File: src/design/atx_pkg.sv
// Constants, opcodes and register map of the accumulator transfer block
package atx_pkg;

  localparam int OPC_BITS  = 10;
  localparam int NIB_BITS  = 4;
  localparam int RAM_WORDS = 16;
  localparam int DP_BITS   = 4;
  localparam int CONV_BITS = 10;
  localparam int CMP_BITS  = 8;
  localparam int NUM_CTL   = 12;
  localparam int ADDR_BITS = 5;
  localparam int BUS_BITS  = 32;

  // Opcodes of the transfer group
  localparam logic [9:0] OPC_CMP_WRITE   = 10'h0_239;
  localparam logic [9:0] OPC_RD_IC1      = 10'h0_253;
  localparam logic [9:0] OPC_RD_IC2      = 10'h0_254;
  localparam logic [9:0] OPC_RD_IC3      = 10'h0_255;
  localparam logic [9:0] OPC_RD_SERIAL   = 10'h0_262;
  localparam logic [9:0] OPC_RD_WK0      = 10'h0_256;
  localparam logic [9:0] OPC_RD_WK1      = 10'h0_259;
  localparam logic [9:0] OPC_RD_WK2      = 10'h0_25A;
  localparam logic [9:0] OPC_RD_DISP     = 10'h0_24A;
  localparam logic [9:0] OPC_RD_CONV_LOW = 10'h0_249;
  localparam logic [9:0] OPC_RD_CLOCK    = 10'h0_252;
  localparam logic [9:0] OPC_RD_PU0      = 10'h0_257;
  localparam logic [9:0] OPC_RD_PU1      = 10'h0_25E;
  localparam logic [9:0] OPC_RD_CONV_CTL = 10'h0_244;
  // Memory read: upper six bits fixed, low four bits are the immediate
  localparam logic [5:0] OPC_MEM_READ_HI = 6'h2C;

  // Converter mode bit inside the first converter control register
  localparam int MODE_BIT = 3;

  // Register word indices; byte address is four times the index
  localparam logic [4:0] REG_IC1       = 5'h00;
  localparam logic [4:0] REG_IC2       = 5'h01;
  localparam logic [4:0] REG_IC3       = 5'h02;
  localparam logic [4:0] REG_SERIAL    = 5'h03;
  localparam logic [4:0] REG_WK0       = 5'h04;
  localparam logic [4:0] REG_WK1       = 5'h05;
  localparam logic [4:0] REG_WK2       = 5'h06;
  localparam logic [4:0] REG_DISP      = 5'h07;
  localparam logic [4:0] REG_CLOCK     = 5'h08;
  localparam logic [4:0] REG_PU0       = 5'h09;
  localparam logic [4:0] REG_PU1       = 5'h0A;
  localparam logic [4:0] REG_CONV_CTL  = 5'h0B;
  localparam logic [4:0] REG_CONV      = 5'h0C;
  localparam logic [4:0] REG_CMP       = 5'h0D;
  localparam logic [4:0] REG_CORE      = 5'h0E;
  localparam logic [4:0] REG_DP        = 5'h0F;
  localparam logic [4:0] REG_RAM_DATA  = 5'h10;

  localparam logic [3:0]  IC3_MASK     = 4'h1;
  localparam logic [3:0]  RST_NIBBLE   = 4'h0;
  localparam logic [31:0] RD_UNMAPPED  = 32'h0000_0000;

  typedef enum logic [4:0] {
    ATX_OP_NONE,
    ATX_OP_CMP_WRITE,
    ATX_OP_RD_IC1,
    ATX_OP_RD_IC2,
    ATX_OP_RD_IC3,
    ATX_OP_RD_SERIAL,
    ATX_OP_RD_WK0,
    ATX_OP_RD_WK1,
    ATX_OP_RD_WK2,
    ATX_OP_RD_DISP,
    ATX_OP_RD_CONV_LOW,
    ATX_OP_MEM_READ,
    ATX_OP_RD_CLOCK,
    ATX_OP_RD_PU0,
    ATX_OP_RD_PU1,
    ATX_OP_RD_CONV_CTL
  } atx_op_e;

endpackage

File: src/design/atx_op_if.sv
// Decoded instruction carried from the decoder to the execution logic
`timescale 1ns/10ps
interface atx_op_if;
  logic                valid;
  atx_pkg::atx_op_e    op;
  logic [3:0]          imm;

  modport dec (output valid, output op, output imm);
  modport exe (input valid, input op, input imm);
endinterface

File: src/design/atx_top.sv
// Accumulator transfer instruction execution with Avalon-MM register access
//
// Operation
// - Comparator mode: B to upper, A lower
// - Conversion mode: comparator write does nothing
// - Mode is converter control bit three
// - First, second interrupt control into accumulator
// - Third interrupt control into accumulator bit0
// - Serial control register into accumulator
// - Each wakeup control register into accumulator
// - First display control into accumulator
// - Result low bits to A3,A2; clear rest
// - RAM at pointer to A; X xor immediate
// - Clock control register into accumulator
// - Each pull-up control register into accumulator
// - First converter control into accumulator
// - One word, one cycle, no carry/skip
`timescale 1ns/10ps
module atx_top (
  input  wire logic        ref_clk,
  input  wire logic        reset,
  input  wire logic        instr_valid,
  input  wire logic [9:0]  instr_word,
  input  wire logic [4:0]  avs_address,
  input  wire logic        avs_read,
  input  wire logic        avs_write,
  input  wire logic [31:0] avs_writedata,
  output logic      [31:0] avs_readdata,
  output logic             avs_waitrequest,
  output logic      [3:0]  acc,
  output logic      [3:0]  reg_b,
  output logic      [3:0]  reg_x,
  output logic      [7:0]  comparator_value,
  output logic             instr_done,
  output logic             skip_next
);

  typedef struct packed {
    logic [3:0]                                acc;
    logic [3:0]                                b;
    logic [3:0]                                x;
    logic [atx_pkg::DP_BITS-1:0]               dp;
    logic [atx_pkg::NUM_CTL-1:0][3:0]          ctl;
    logic [atx_pkg::CONV_BITS-1:0]             conv;
    logic [atx_pkg::RAM_WORDS-1:0][3:0]        ram;
    logic                                      done;
    logic                                      skip;
    logic                                      wait_req;
    logic [31:0]                               rdata;
  } atx_top_s;

  // Waitrequest is high out of reset so no access completes early
  localparam atx_top_s RST_STATE = '{wait_req: 1'b1, default: '0};

  atx_top_s q;
  atx_top_s next_q;

  atx_op_if opif ();

  logic [7:0] cmp_q;
  logic       cmp_load;

  atx_decode u_decode (
    .instr_valid (instr_valid),
    .instr_word  (instr_word),
    .opif        (opif)
  );

  always_comb begin
    cmp_load = opif.valid && (opif.op == atx_pkg::ATX_OP_CMP_WRITE);
  end

  atx_cmp u_cmp (
    .ref_clk   (ref_clk),
    .reset     (reset),
    .load      (cmp_load),
    .mode_bit  (q.ctl[atx_pkg::REG_CONV_CTL][atx_pkg::MODE_BIT]),
    .hi        (q.b),
    .lo        (q.acc),
    .cmp_value (cmp_q)
  );

  // True for indices held in the control nibble array
  function automatic logic is_ctl(input logic [4:0] a);
    return a <= atx_pkg::REG_CONV_CTL;
  endfunction

  function automatic logic [3:0] ctl_mask(input logic [4:0] a);
    return (a == atx_pkg::REG_IC3) ? atx_pkg::IC3_MASK : 4'hF;
  endfunction

  function automatic logic [31:0] read_word(input atx_top_s s,
                                            input logic [4:0] a,
                                            input logic [7:0] cmp);
    logic [31:0] r;
    r = atx_pkg::RD_UNMAPPED;
    if (is_ctl(a)) begin
      r = {28'h000_0000, s.ctl[a[3:0]] & ctl_mask(a)};
    end else begin
      unique case (a)
        atx_pkg::REG_CONV:     r = {22'h00_0000, s.conv};
        atx_pkg::REG_CMP:      r = {24'h00_0000, cmp};
        atx_pkg::REG_CORE:     r = {20'h0_0000, s.x, s.b, s.acc};
        atx_pkg::REG_DP:       r = {28'h000_0000, s.dp};
        atx_pkg::REG_RAM_DATA: r = {28'h000_0000, s.ram[s.dp]};
        default:               r = atx_pkg::RD_UNMAPPED;
      endcase
    end
    return r;
  endfunction

  always_comb begin
    next_q      = q;
    next_q.done = 1'b0;
    next_q.skip = 1'b0;

    // Bus slave: one wait cycle, then the access completes
    next_q.wait_req = 1'b1;
    if ((avs_read || avs_write) && q.wait_req) begin
      next_q.wait_req = 1'b0;
      if (avs_read) begin
        next_q.rdata = read_word(q, avs_address, cmp_q);
      end
    end

    // Writes take effect at the edge where waitrequest is seen low
    if (avs_write && !q.wait_req) begin
      if (is_ctl(avs_address)) begin
        next_q.ctl[avs_address[3:0]] = avs_writedata[3:0] & ctl_mask(avs_address);
      end else begin
        unique case (avs_address)
          atx_pkg::REG_CONV: begin
            next_q.conv = avs_writedata[atx_pkg::CONV_BITS-1:0];
          end
          atx_pkg::REG_CORE: begin
            next_q.acc = avs_writedata[3:0];
            next_q.b   = avs_writedata[7:4];
            next_q.x   = avs_writedata[11:8];
          end
          atx_pkg::REG_DP: begin
            next_q.dp = avs_writedata[atx_pkg::DP_BITS-1:0];
          end
          atx_pkg::REG_RAM_DATA: begin
            next_q.ram[q.dp] = avs_writedata[3:0];
          end
          default: begin
          end
        endcase
      end
    end

    // Instruction wins over a bus write in the same cycle
    if (opif.valid) begin
      next_q.done = 1'b1;
      unique case (opif.op)
        atx_pkg::ATX_OP_CMP_WRITE: begin
          // Comparator register only; core state unchanged
          next_q.acc = next_q.acc;
        end
        atx_pkg::ATX_OP_RD_IC1: begin
          next_q.acc = q.ctl[atx_pkg::REG_IC1];
        end
        atx_pkg::ATX_OP_RD_IC2: begin
          next_q.acc = q.ctl[atx_pkg::REG_IC2];
        end
        atx_pkg::ATX_OP_RD_IC3: begin
          next_q.acc = {3'b000, q.ctl[atx_pkg::REG_IC3][0]};
        end
        atx_pkg::ATX_OP_RD_SERIAL: begin
          next_q.acc = q.ctl[atx_pkg::REG_SERIAL];
        end
        atx_pkg::ATX_OP_RD_WK0: begin
          next_q.acc = q.ctl[atx_pkg::REG_WK0];
        end
        atx_pkg::ATX_OP_RD_WK1: begin
          next_q.acc = q.ctl[atx_pkg::REG_WK1];
        end
        atx_pkg::ATX_OP_RD_WK2: begin
          next_q.acc = q.ctl[atx_pkg::REG_WK2];
        end
        atx_pkg::ATX_OP_RD_DISP: begin
          next_q.acc = q.ctl[atx_pkg::REG_DISP];
        end
        atx_pkg::ATX_OP_RD_CONV_LOW: begin
          next_q.acc = {q.conv[1:0], 2'b00};
        end
        atx_pkg::ATX_OP_MEM_READ: begin
          next_q.acc = q.ram[q.dp];
          next_q.x   = q.x ^ opif.imm;
        end
        atx_pkg::ATX_OP_RD_CLOCK: begin
          next_q.acc = q.ctl[atx_pkg::REG_CLOCK];
        end
        atx_pkg::ATX_OP_RD_PU0: begin
          next_q.acc = q.ctl[atx_pkg::REG_PU0];
        end
        atx_pkg::ATX_OP_RD_PU1: begin
          next_q.acc = q.ctl[atx_pkg::REG_PU1];
        end
        atx_pkg::ATX_OP_RD_CONV_CTL: begin
          next_q.acc = q.ctl[atx_pkg::REG_CONV_CTL];
        end
        atx_pkg::ATX_OP_NONE: begin
          next_q.done = 1'b0;
        end
      endcase
    end
  end

  always_ff @(posedge ref_clk) begin
    if (reset) begin
      q <= RST_STATE;
    end else begin
      q <= next_q;
    end
  end

  assign avs_readdata     = q.rdata;
  assign avs_waitrequest  = q.wait_req;
  assign acc              = q.acc;
  assign reg_b            = q.b;
  assign reg_x            = q.x;
  assign comparator_value = cmp_q;
  assign instr_done       = q.done;
  assign skip_next        = q.skip;

endmodule

File: src/design/atx_decode.sv
// Opcode decoder of the accumulator transfer group
`timescale 1ns/10ps
module atx_decode (
  input  wire logic       instr_valid,
  input  wire logic [9:0] instr_word,
  atx_op_if.dec           opif
);

  function automatic atx_pkg::atx_op_e decode(input logic [9:0] w);
    atx_pkg::atx_op_e r;
    r = atx_pkg::ATX_OP_NONE;
    if (w[9:4] == atx_pkg::OPC_MEM_READ_HI) begin
      r = atx_pkg::ATX_OP_MEM_READ;
    end else begin
      unique case (w)
        atx_pkg::OPC_CMP_WRITE:   r = atx_pkg::ATX_OP_CMP_WRITE;
        atx_pkg::OPC_RD_IC1:      r = atx_pkg::ATX_OP_RD_IC1;
        atx_pkg::OPC_RD_IC2:      r = atx_pkg::ATX_OP_RD_IC2;
        atx_pkg::OPC_RD_IC3:      r = atx_pkg::ATX_OP_RD_IC3;
        atx_pkg::OPC_RD_SERIAL:   r = atx_pkg::ATX_OP_RD_SERIAL;
        atx_pkg::OPC_RD_WK0:      r = atx_pkg::ATX_OP_RD_WK0;
        atx_pkg::OPC_RD_WK1:      r = atx_pkg::ATX_OP_RD_WK1;
        atx_pkg::OPC_RD_WK2:      r = atx_pkg::ATX_OP_RD_WK2;
        atx_pkg::OPC_RD_DISP:     r = atx_pkg::ATX_OP_RD_DISP;
        atx_pkg::OPC_RD_CONV_LOW: r = atx_pkg::ATX_OP_RD_CONV_LOW;
        atx_pkg::OPC_RD_CLOCK:    r = atx_pkg::ATX_OP_RD_CLOCK;
        atx_pkg::OPC_RD_PU0:      r = atx_pkg::ATX_OP_RD_PU0;
        atx_pkg::OPC_RD_PU1:      r = atx_pkg::ATX_OP_RD_PU1;
        atx_pkg::OPC_RD_CONV_CTL: r = atx_pkg::ATX_OP_RD_CONV_CTL;
        default:                  r = atx_pkg::ATX_OP_NONE;
      endcase
    end
    return r;
  endfunction

  always_comb begin
    opif.op    = decode(instr_word);
    opif.valid = instr_valid && (opif.op != atx_pkg::ATX_OP_NONE);
    opif.imm   = instr_word[3:0];
  end

endmodule

File: src/design/atx_cmp.sv
// Comparator register loaded by the comparator write instruction
`timescale 1ns/10ps
module atx_cmp (
  input  wire logic       ref_clk,
  input  wire logic       reset,
  input  wire logic       load,
  input  wire logic       mode_bit,
  input  wire logic [3:0] hi,
  input  wire logic [3:0] lo,
  output logic      [7:0] cmp_value
);

  typedef struct packed {
    logic [7:0] value;
  } atx_cmp_s;

  atx_cmp_s q;
  atx_cmp_s next_q;

  always_comb begin
    next_q = q;
    // Conversion mode turns the instruction into a no-operation
    if (load && mode_bit) begin
      next_q.value = {hi, lo};
    end
  end

  always_ff @(posedge ref_clk) begin
    if (reset) begin
      q <= '0;
    end else begin
      q <= next_q;
    end
  end

  assign cmp_value = q.value;

endmodule

File: config.mk
export PLATFORM = sky130hd
export DESIGN_NAME = atx_top
export DESIGN_NICKNAME = d
export VERILOG_FILES = /design/src/design/atx_pkg.sv /design/src/design/atx_op_if.sv /design/src/design/atx_top.sv /design/src/design/atx_decode.sv /design/src/design/atx_cmp.sv
export SDC_FILE = /design/constraint.sdc
export NUM_CORES = 1
export LEC_CHECK = 0
export BUFFER_PORTS_ARGS = -buffer_cell sky130_fd_sc_hd__buf_2
export CAP_MARGIN = 20
export CELL_PAD_IN_SITES_DETAIL_PLACEMENT = 0
export CELL_PAD_IN_SITES_GLOBAL_PLACEMENT = 1
export CORE_MARGIN = 2
export CORE_UTILIZATION = 45
export DETAILED_ROUTE_END_ITERATION = 10
export GPL_ROUTABILITY_DRIVEN = 0
export PLACE_DENSITY = 0.93
export SLEW_MARGIN = 20
export SYNTH_ARGS = -nofsm -noshare
export SYNTH_HDL_FRONTEND = slang
export SYNTH_SLANG_ARGS = --single-unit
File: constraint.sdc
create_clock -name ref_clk -period 2.85 [get_ports ref_clk]
set_input_delay 0.285 -clock ref_clk [delete_from_list [all_inputs] [get_ports ref_clk]]
set_output_delay 0.285 -clock ref_clk [all_outputs]
set_load 0.05 [all_outputs]
=== After elaboration in Yosys (flattened, before gate mapping) ===
Cells that the tools add are included.

* Shift-type cells: 0
* Reduce and logical (&&, ||, !) cells: 18
* Order comparisons: 5
* $add $sub $neg: 0
* Equality and inequality tests: 36
* Div/mod/pow operators: 0
* Multiplexer cells: 30
* Bitwise logic cells: 5
* Multiply operators: 0

{| class="wikitable"
|+ Operator list
! operator !! number
|-
| 10-bit == test (second input constant) || 14
|-
| 138-bit two-way mux || 1
|-
| 4-bit case mux with 14 select lines || 2
|-
| 74-bit two-way mux || 1
|-
| 64-bit bitwise mux || 1
|-
| 64-bit two-way mux || 1
|-
| 5-bit by 4-bit == test with 1-bit output (second input constant) || 12
|-
| 12-bit case mux with 5 select lines || 1
|-
| 48-bit bitwise mux || 1
|-
| 48-bit two-way mux || 1
|-
| 4-bit two-way mux || 9
|-
| 33-bit two-way mux || 1
|-
| 4-bit binary-select mux with 4-bit select || 2
|-
| 4-bit demux with 4-bit select || 2
|-
| 32-bit two-way mux || 1
|-
| 12-bit two-way mux || 2
|-
| 5-bit by 3-bit == test with 1-bit output (second input constant) || 4
|-
| 16-bit two-way mux || 1
|-
| 5-bit by 2-bit == test with 1-bit output (second input constant) || 3
|-
| 3-bit AND reduction || 4
|-
| 4-bit by 5-bit less-than comparator with 1-bit output (second input constant) || 2
|-
| 10-bit two-way mux || 1
|-
| 4-bit AND || 2
|-
| 4-bit by 1-bit greater-or-equal comparator with 1-bit output (second input constant) || 2
|-
| other kinds (15) || 23
|}

* Memory bits (read-only): 0
* Memories kept: 0
* Memory bits (writable): 0
* Input port bits: 52
* Bits in latches: 0
* Register bits after elaboration: 181
* Output and inout port bits: 55
* Logic and storage cells: 132

=== Depth between registers and ports, before layout ===
* Word-level depth: 10
* Depth in mapped cells: 10
* Mapped depth without buffers: 7

=== Cells and area by module ===
From an unflattened synthesis, not the netlist that was laid out.

* Cell total of the unflattened synthesis: 972
* Area, all modules: 8670.8 µm²

{| class="wikitable"
|+ Modules (own cells, without submodules)
! module !! cells an instance !! area an instance (µm²) !! times used !! sequential area each (µm²)
|-
| atx_top || 879 || 7887.6 || 1 || 3022.9
|-
| atx_decode || 56 || 416.6 || 1 || 0.0
|-
| atx_cmp || 37 || 366.6 || 1 || 160.2
|}

=== Worst setup path after synthesis ===
OpenSTA, ideal clock, no wires.

* Path kind: reg2reg
* Start: register q[158] (netlist bit)
* End: register q, in the netlist acc[0]
* Stages on the path, launching flop included: 8
* Buffers on the path: 1
* Required time: 2.706 ns
* Slack: 0.691 ns
* Setup time: 0.144 ns
* Clock period less this slack: 2.159 ns
* Arrival time: 2.015 ns
* Cells stage by stage: dfxtp_1 buf_2 mux4_2 mux4_2 nand2_1 nand4_1 a211oi_1 a211oi_1

* Word-level cells in the longest chain between the ends: 4

{| class="wikitable"
|+ RTL lines
! what !! line !! RTL
|-
| start: declaration || atx_top.sv:55 || <nowiki>atx_top_s q;</nowiki>
|-
| start signal: assignment || atx_top.sv:214 || <nowiki>q <= next_q;</nowiki>
|-
| 4-bit binary-select mux with 4-bit select || atx_top.sv:188 || <nowiki>next_q.acc = q.ram[q.dp];</nowiki>
|-
| 4-bit two-way mux (not written as such) || atx_top.sv:188 ||
|-
| 4-bit case mux with 14 select lines || atx_top.sv:155 || <nowiki>unique case (opif.op)</nowiki>
|-
| 4-bit two-way mux || atx_top.sv:153 || <nowiki>if (opif.valid) begin</nowiki>
|}

Every way passes these cells. The select of a mux whose other input is x is not followed.
A chain may end at the register's enable or synchronous reset.

=== Worst setup path after layout ===
* Start: register q[157] (netlist bit)
* End: register q, in the netlist acc[1]

The elaborated chain is that of the path after synthesis.

==> impl_summary.log <==
[metrics] status: finished clean
[metrics] arrival time of the worst setup path: 2.80 ns
[metrics] die area: 19,500 µm²
[metrics] Root Buffer Master: clkbuf_16
[metrics] critical setup path kind: reg -> reg
[metrics] pin count of the biggest net entering global routing: 62
[metrics] number of cells in the design after placement: 1,142
[metrics] period utilisation layout: 86.7%
[metrics] count of nets after finishing: 984
[metrics] CTS H-Tree Depth: 4
[metrics] commonest non-fill, non-tap cell in the layout: dfxtp_1
[metrics] global-route wire length before repair: 34,500 µm
[metrics] number of post-CTS setup repair buffers: 0
[metrics] worst min-delay path category: in -> reg
[metrics] width of the chip: 140 µm
[metrics] library cell occupying the most area in the post-synthesis netlist: dfxtp_1
[metrics] mean instance size in the synthesized netlist: 9.09 µm²
[metrics] Critical Path Start Type: flip-flop
[metrics] clock skew after layout: 0.00421 ns
[metrics] Post-CTS Hold Buffers: 0
[metrics] most frequent cells in the layout: dfxtp_1, nor2_1, mux2i_1, nand2_1, buf_2
[metrics] signed area change from the synthesized netlist to the final layout: 11.2%
[metrics] number of antenna violations at the first check in global routing: 2
[metrics] share of the synthesized area in the top cell type: 38.6%
[metrics] clk slew on worst S/H paths: 0.06 ns
[metrics] share of final-layout standard cells stronger than drive strength 1: 18.6%
[metrics] CP Data Required Time: 3.18 ns
[metrics] synthesis warning total: 0
[metrics] biggest fanout along the worst timing path: 7
[metrics] sum of negative setup slack: 0 ns
[metrics] number of rows in the core area: 49
[metrics] top flip-flop cell by instance count after synthesis: dfxtp_1
[metrics] TritonCTS Buffers: 17
[metrics] ANT nets after route: 0
[metrics] reported max-cap violation count: 0
[metrics] Overflow after GRT: 0
[metrics] via count of the first global-routing pass: 6,499
[metrics] slew at the pin closest to its max-slew limit: 1.05 ns
[metrics] io pins: 107
[metrics] pre-CTS setup slack: 0.386 ns
[metrics] number of pins with negative max-slew slack in the final report: 0
[metrics] Hold Vio Cnt, Final: 0
[metrics] worst-case hold slack: 0.0937 ns
[metrics] count of TritonRoute iterations in the first routing pass: 5
[metrics] power after layout: 5.05 mW
[metrics] effective utilization at floorplan: 46.0%
[metrics] number of cells produced by synthesis: 913
[metrics] distinct cell type count of the synthesized netlist: 59
[metrics] count of clock tree sinks: 160
[metrics] time the final worst path needs with I/O delays and setup: 2.47 ns
[metrics] fin cells: 1,174
[metrics] endpoint type of the worst setup path: flip-flop
[metrics] number of enable-type register cells in the synthesized netlist: 0
[metrics] Fmax: 405 MHz
[metrics] GRT Util Overall: 22.1%
[metrics] maximum buffer depth of the clock tree: 2
[metrics] post-detail-place hpwl: 15,100 µm
[metrics] setup repair after global routing missed its margin: no
[metrics] fraction of registers with async set or reset after synthesis: 0%
[metrics] max-slew headroom at the worst pin: 29.6%
[metrics] total power per unit cell area: 548 nW/µm²
[metrics] Final setup viols: 0
[metrics] largest cells by area after synthesis: dfxtp_1, mux2i_1, mux4_2
[metrics] final wirelength: 21,800 µm
[metrics] die boundary height: 140 µm
[metrics] total standard cell area after synthesis: 8300 µm²
[metrics] number of antenna cells inserted: 0
[metrics] post-layout worst setup margin: 0.380 ns
[metrics] remaining routing DRC violations: 0
[metrics] share of the yosys chip area belonging to registers: 38.6%
[metrics] maximum VDD drop: 359 µV
[metrics] count of state elements after synthesis: 160
[metrics] Routed wire per std cell: 18.6 µm
[metrics] violation count after the first detailed-routing iteration: 835
[metrics] TritonCTS clock tree: built
[metrics] post-cts repair resize count: 0
[metrics] clock network latency to the later pin of the worst-skew pair: 0.43 ns
[metrics] number of port buffers: 65
[metrics] vias: 6,944
[metrics] routed via count divided by cell count: 5.91
[metrics] Core Region: 18,000 µm²
[metrics] static power due to leakage: 3.48 nW
## per-layer routing
metal  global-route usage, %  share of wire (%)
met1                    31.5                 45
met2                    32.5                 44
met3                    5.40                8.5
met4                    8.42                2.3
met5                       0               0.15
## worst paths after layout
| path | from | to | slack [ns] | depth (start not counted) |
|---|---|---|---|---|
| worst max-delay path | q[157]$_SDFFE_PP0P_ | acc[1]$_SDFF_PP0_ | 0.38 | 6 |
| worst min-delay path | avs_read | avs_waitrequest$_SDFF_PP1_ | 0.09 | 2 |
| worst max register to register | q[157]$_SDFFE_PP0P_ | acc[1]$_SDFF_PP0_ | 0.38 | 6 |
| worst min register to register | avs_readdata[11]$_SDFFE_PP0P_ | avs_readdata[11]$_SDFFE_PP0P_ | 0.45 | 2 |
## stage by stage
stage | util [%] | area (µm²)
after floorplan | - | 8370
after global placement | 47.7 | 8600
after detailed placement | 47.7 | 8600
after CTS | 51.2 | 9230
after global routing | 51.2 | 9230
final | 51.2 | 9230
## power breakdown
group          internal, mW  leakage (nW)  switching, mW
clock                  1.48         0.308          0.953
sequential             2.24          1.29        0.00821
combinational        0.0847          1.88          0.280
total                  3.81          3.48           1.24
## Yosys cell counts (3+ instances only)
cell        n
dfxtp_1   160
nor2_1    135
mux2i_1   114
nand2_1    84
a21oi_1    60
clkbuf_1   53
buf_4      45
nand3_1    44
mux4_2     33
a22oi_1    16
nor2b_1    16
o21ai_0    12
a211oi_1   10
nor3_1      9
nand2b_1    8
nor4_1      8
buf_2       7
nand4_1     7
a22o_1      6
and2_1      6
buf_1       5
buf_6       5
mux2_2      5
nor3b_1     5
o22ai_1     5
a221oi_1    4
inv_1       4
nor4b_1     4
a311oi_1    3
a31oi_1     3
and4_1      3
o211ai_1    3
## layout make-up
type / count / area [µm²]
clock buffers: 22 / 484
clock inverters: 10 / 146
fillers: 1636 / 8800
inverters: 6 / 22.5
multi-input cells: 652 / 4520
flip-flops and latches: 160 / 3200
well taps: 229 / 287
repair buffers: 95 / 566
## critical path, cell delays in order (launching register included)
cell	delay [ns]
dfxtp_1	0.59
buf_4	0.27
mux4_2	0.52
a221oi_1	0.54
nand2b_1	0.18
o2111ai_1	0.10
o21a_1	0.18
## logic make-up after synthesis
| group | after synthesis | share of synthesized area (%) |
|---|---|---|
| and+or+nand+nor | 344 | 19.6 |
| buffers and inverters | 121 | 8.07 |
| DFF | 160 | 38.6 |
| xor gates and xnor gates | 1 | 0.106 |
| adders and majority gates | 1 | 0.136 |
| other | 1 | 0.0452 |
| AOI/OAI and AO/OA | 133 | 10.1 |
| muxes | 152 | 23.4 |
Note: power is estimated with default switching activity, not from simulation.
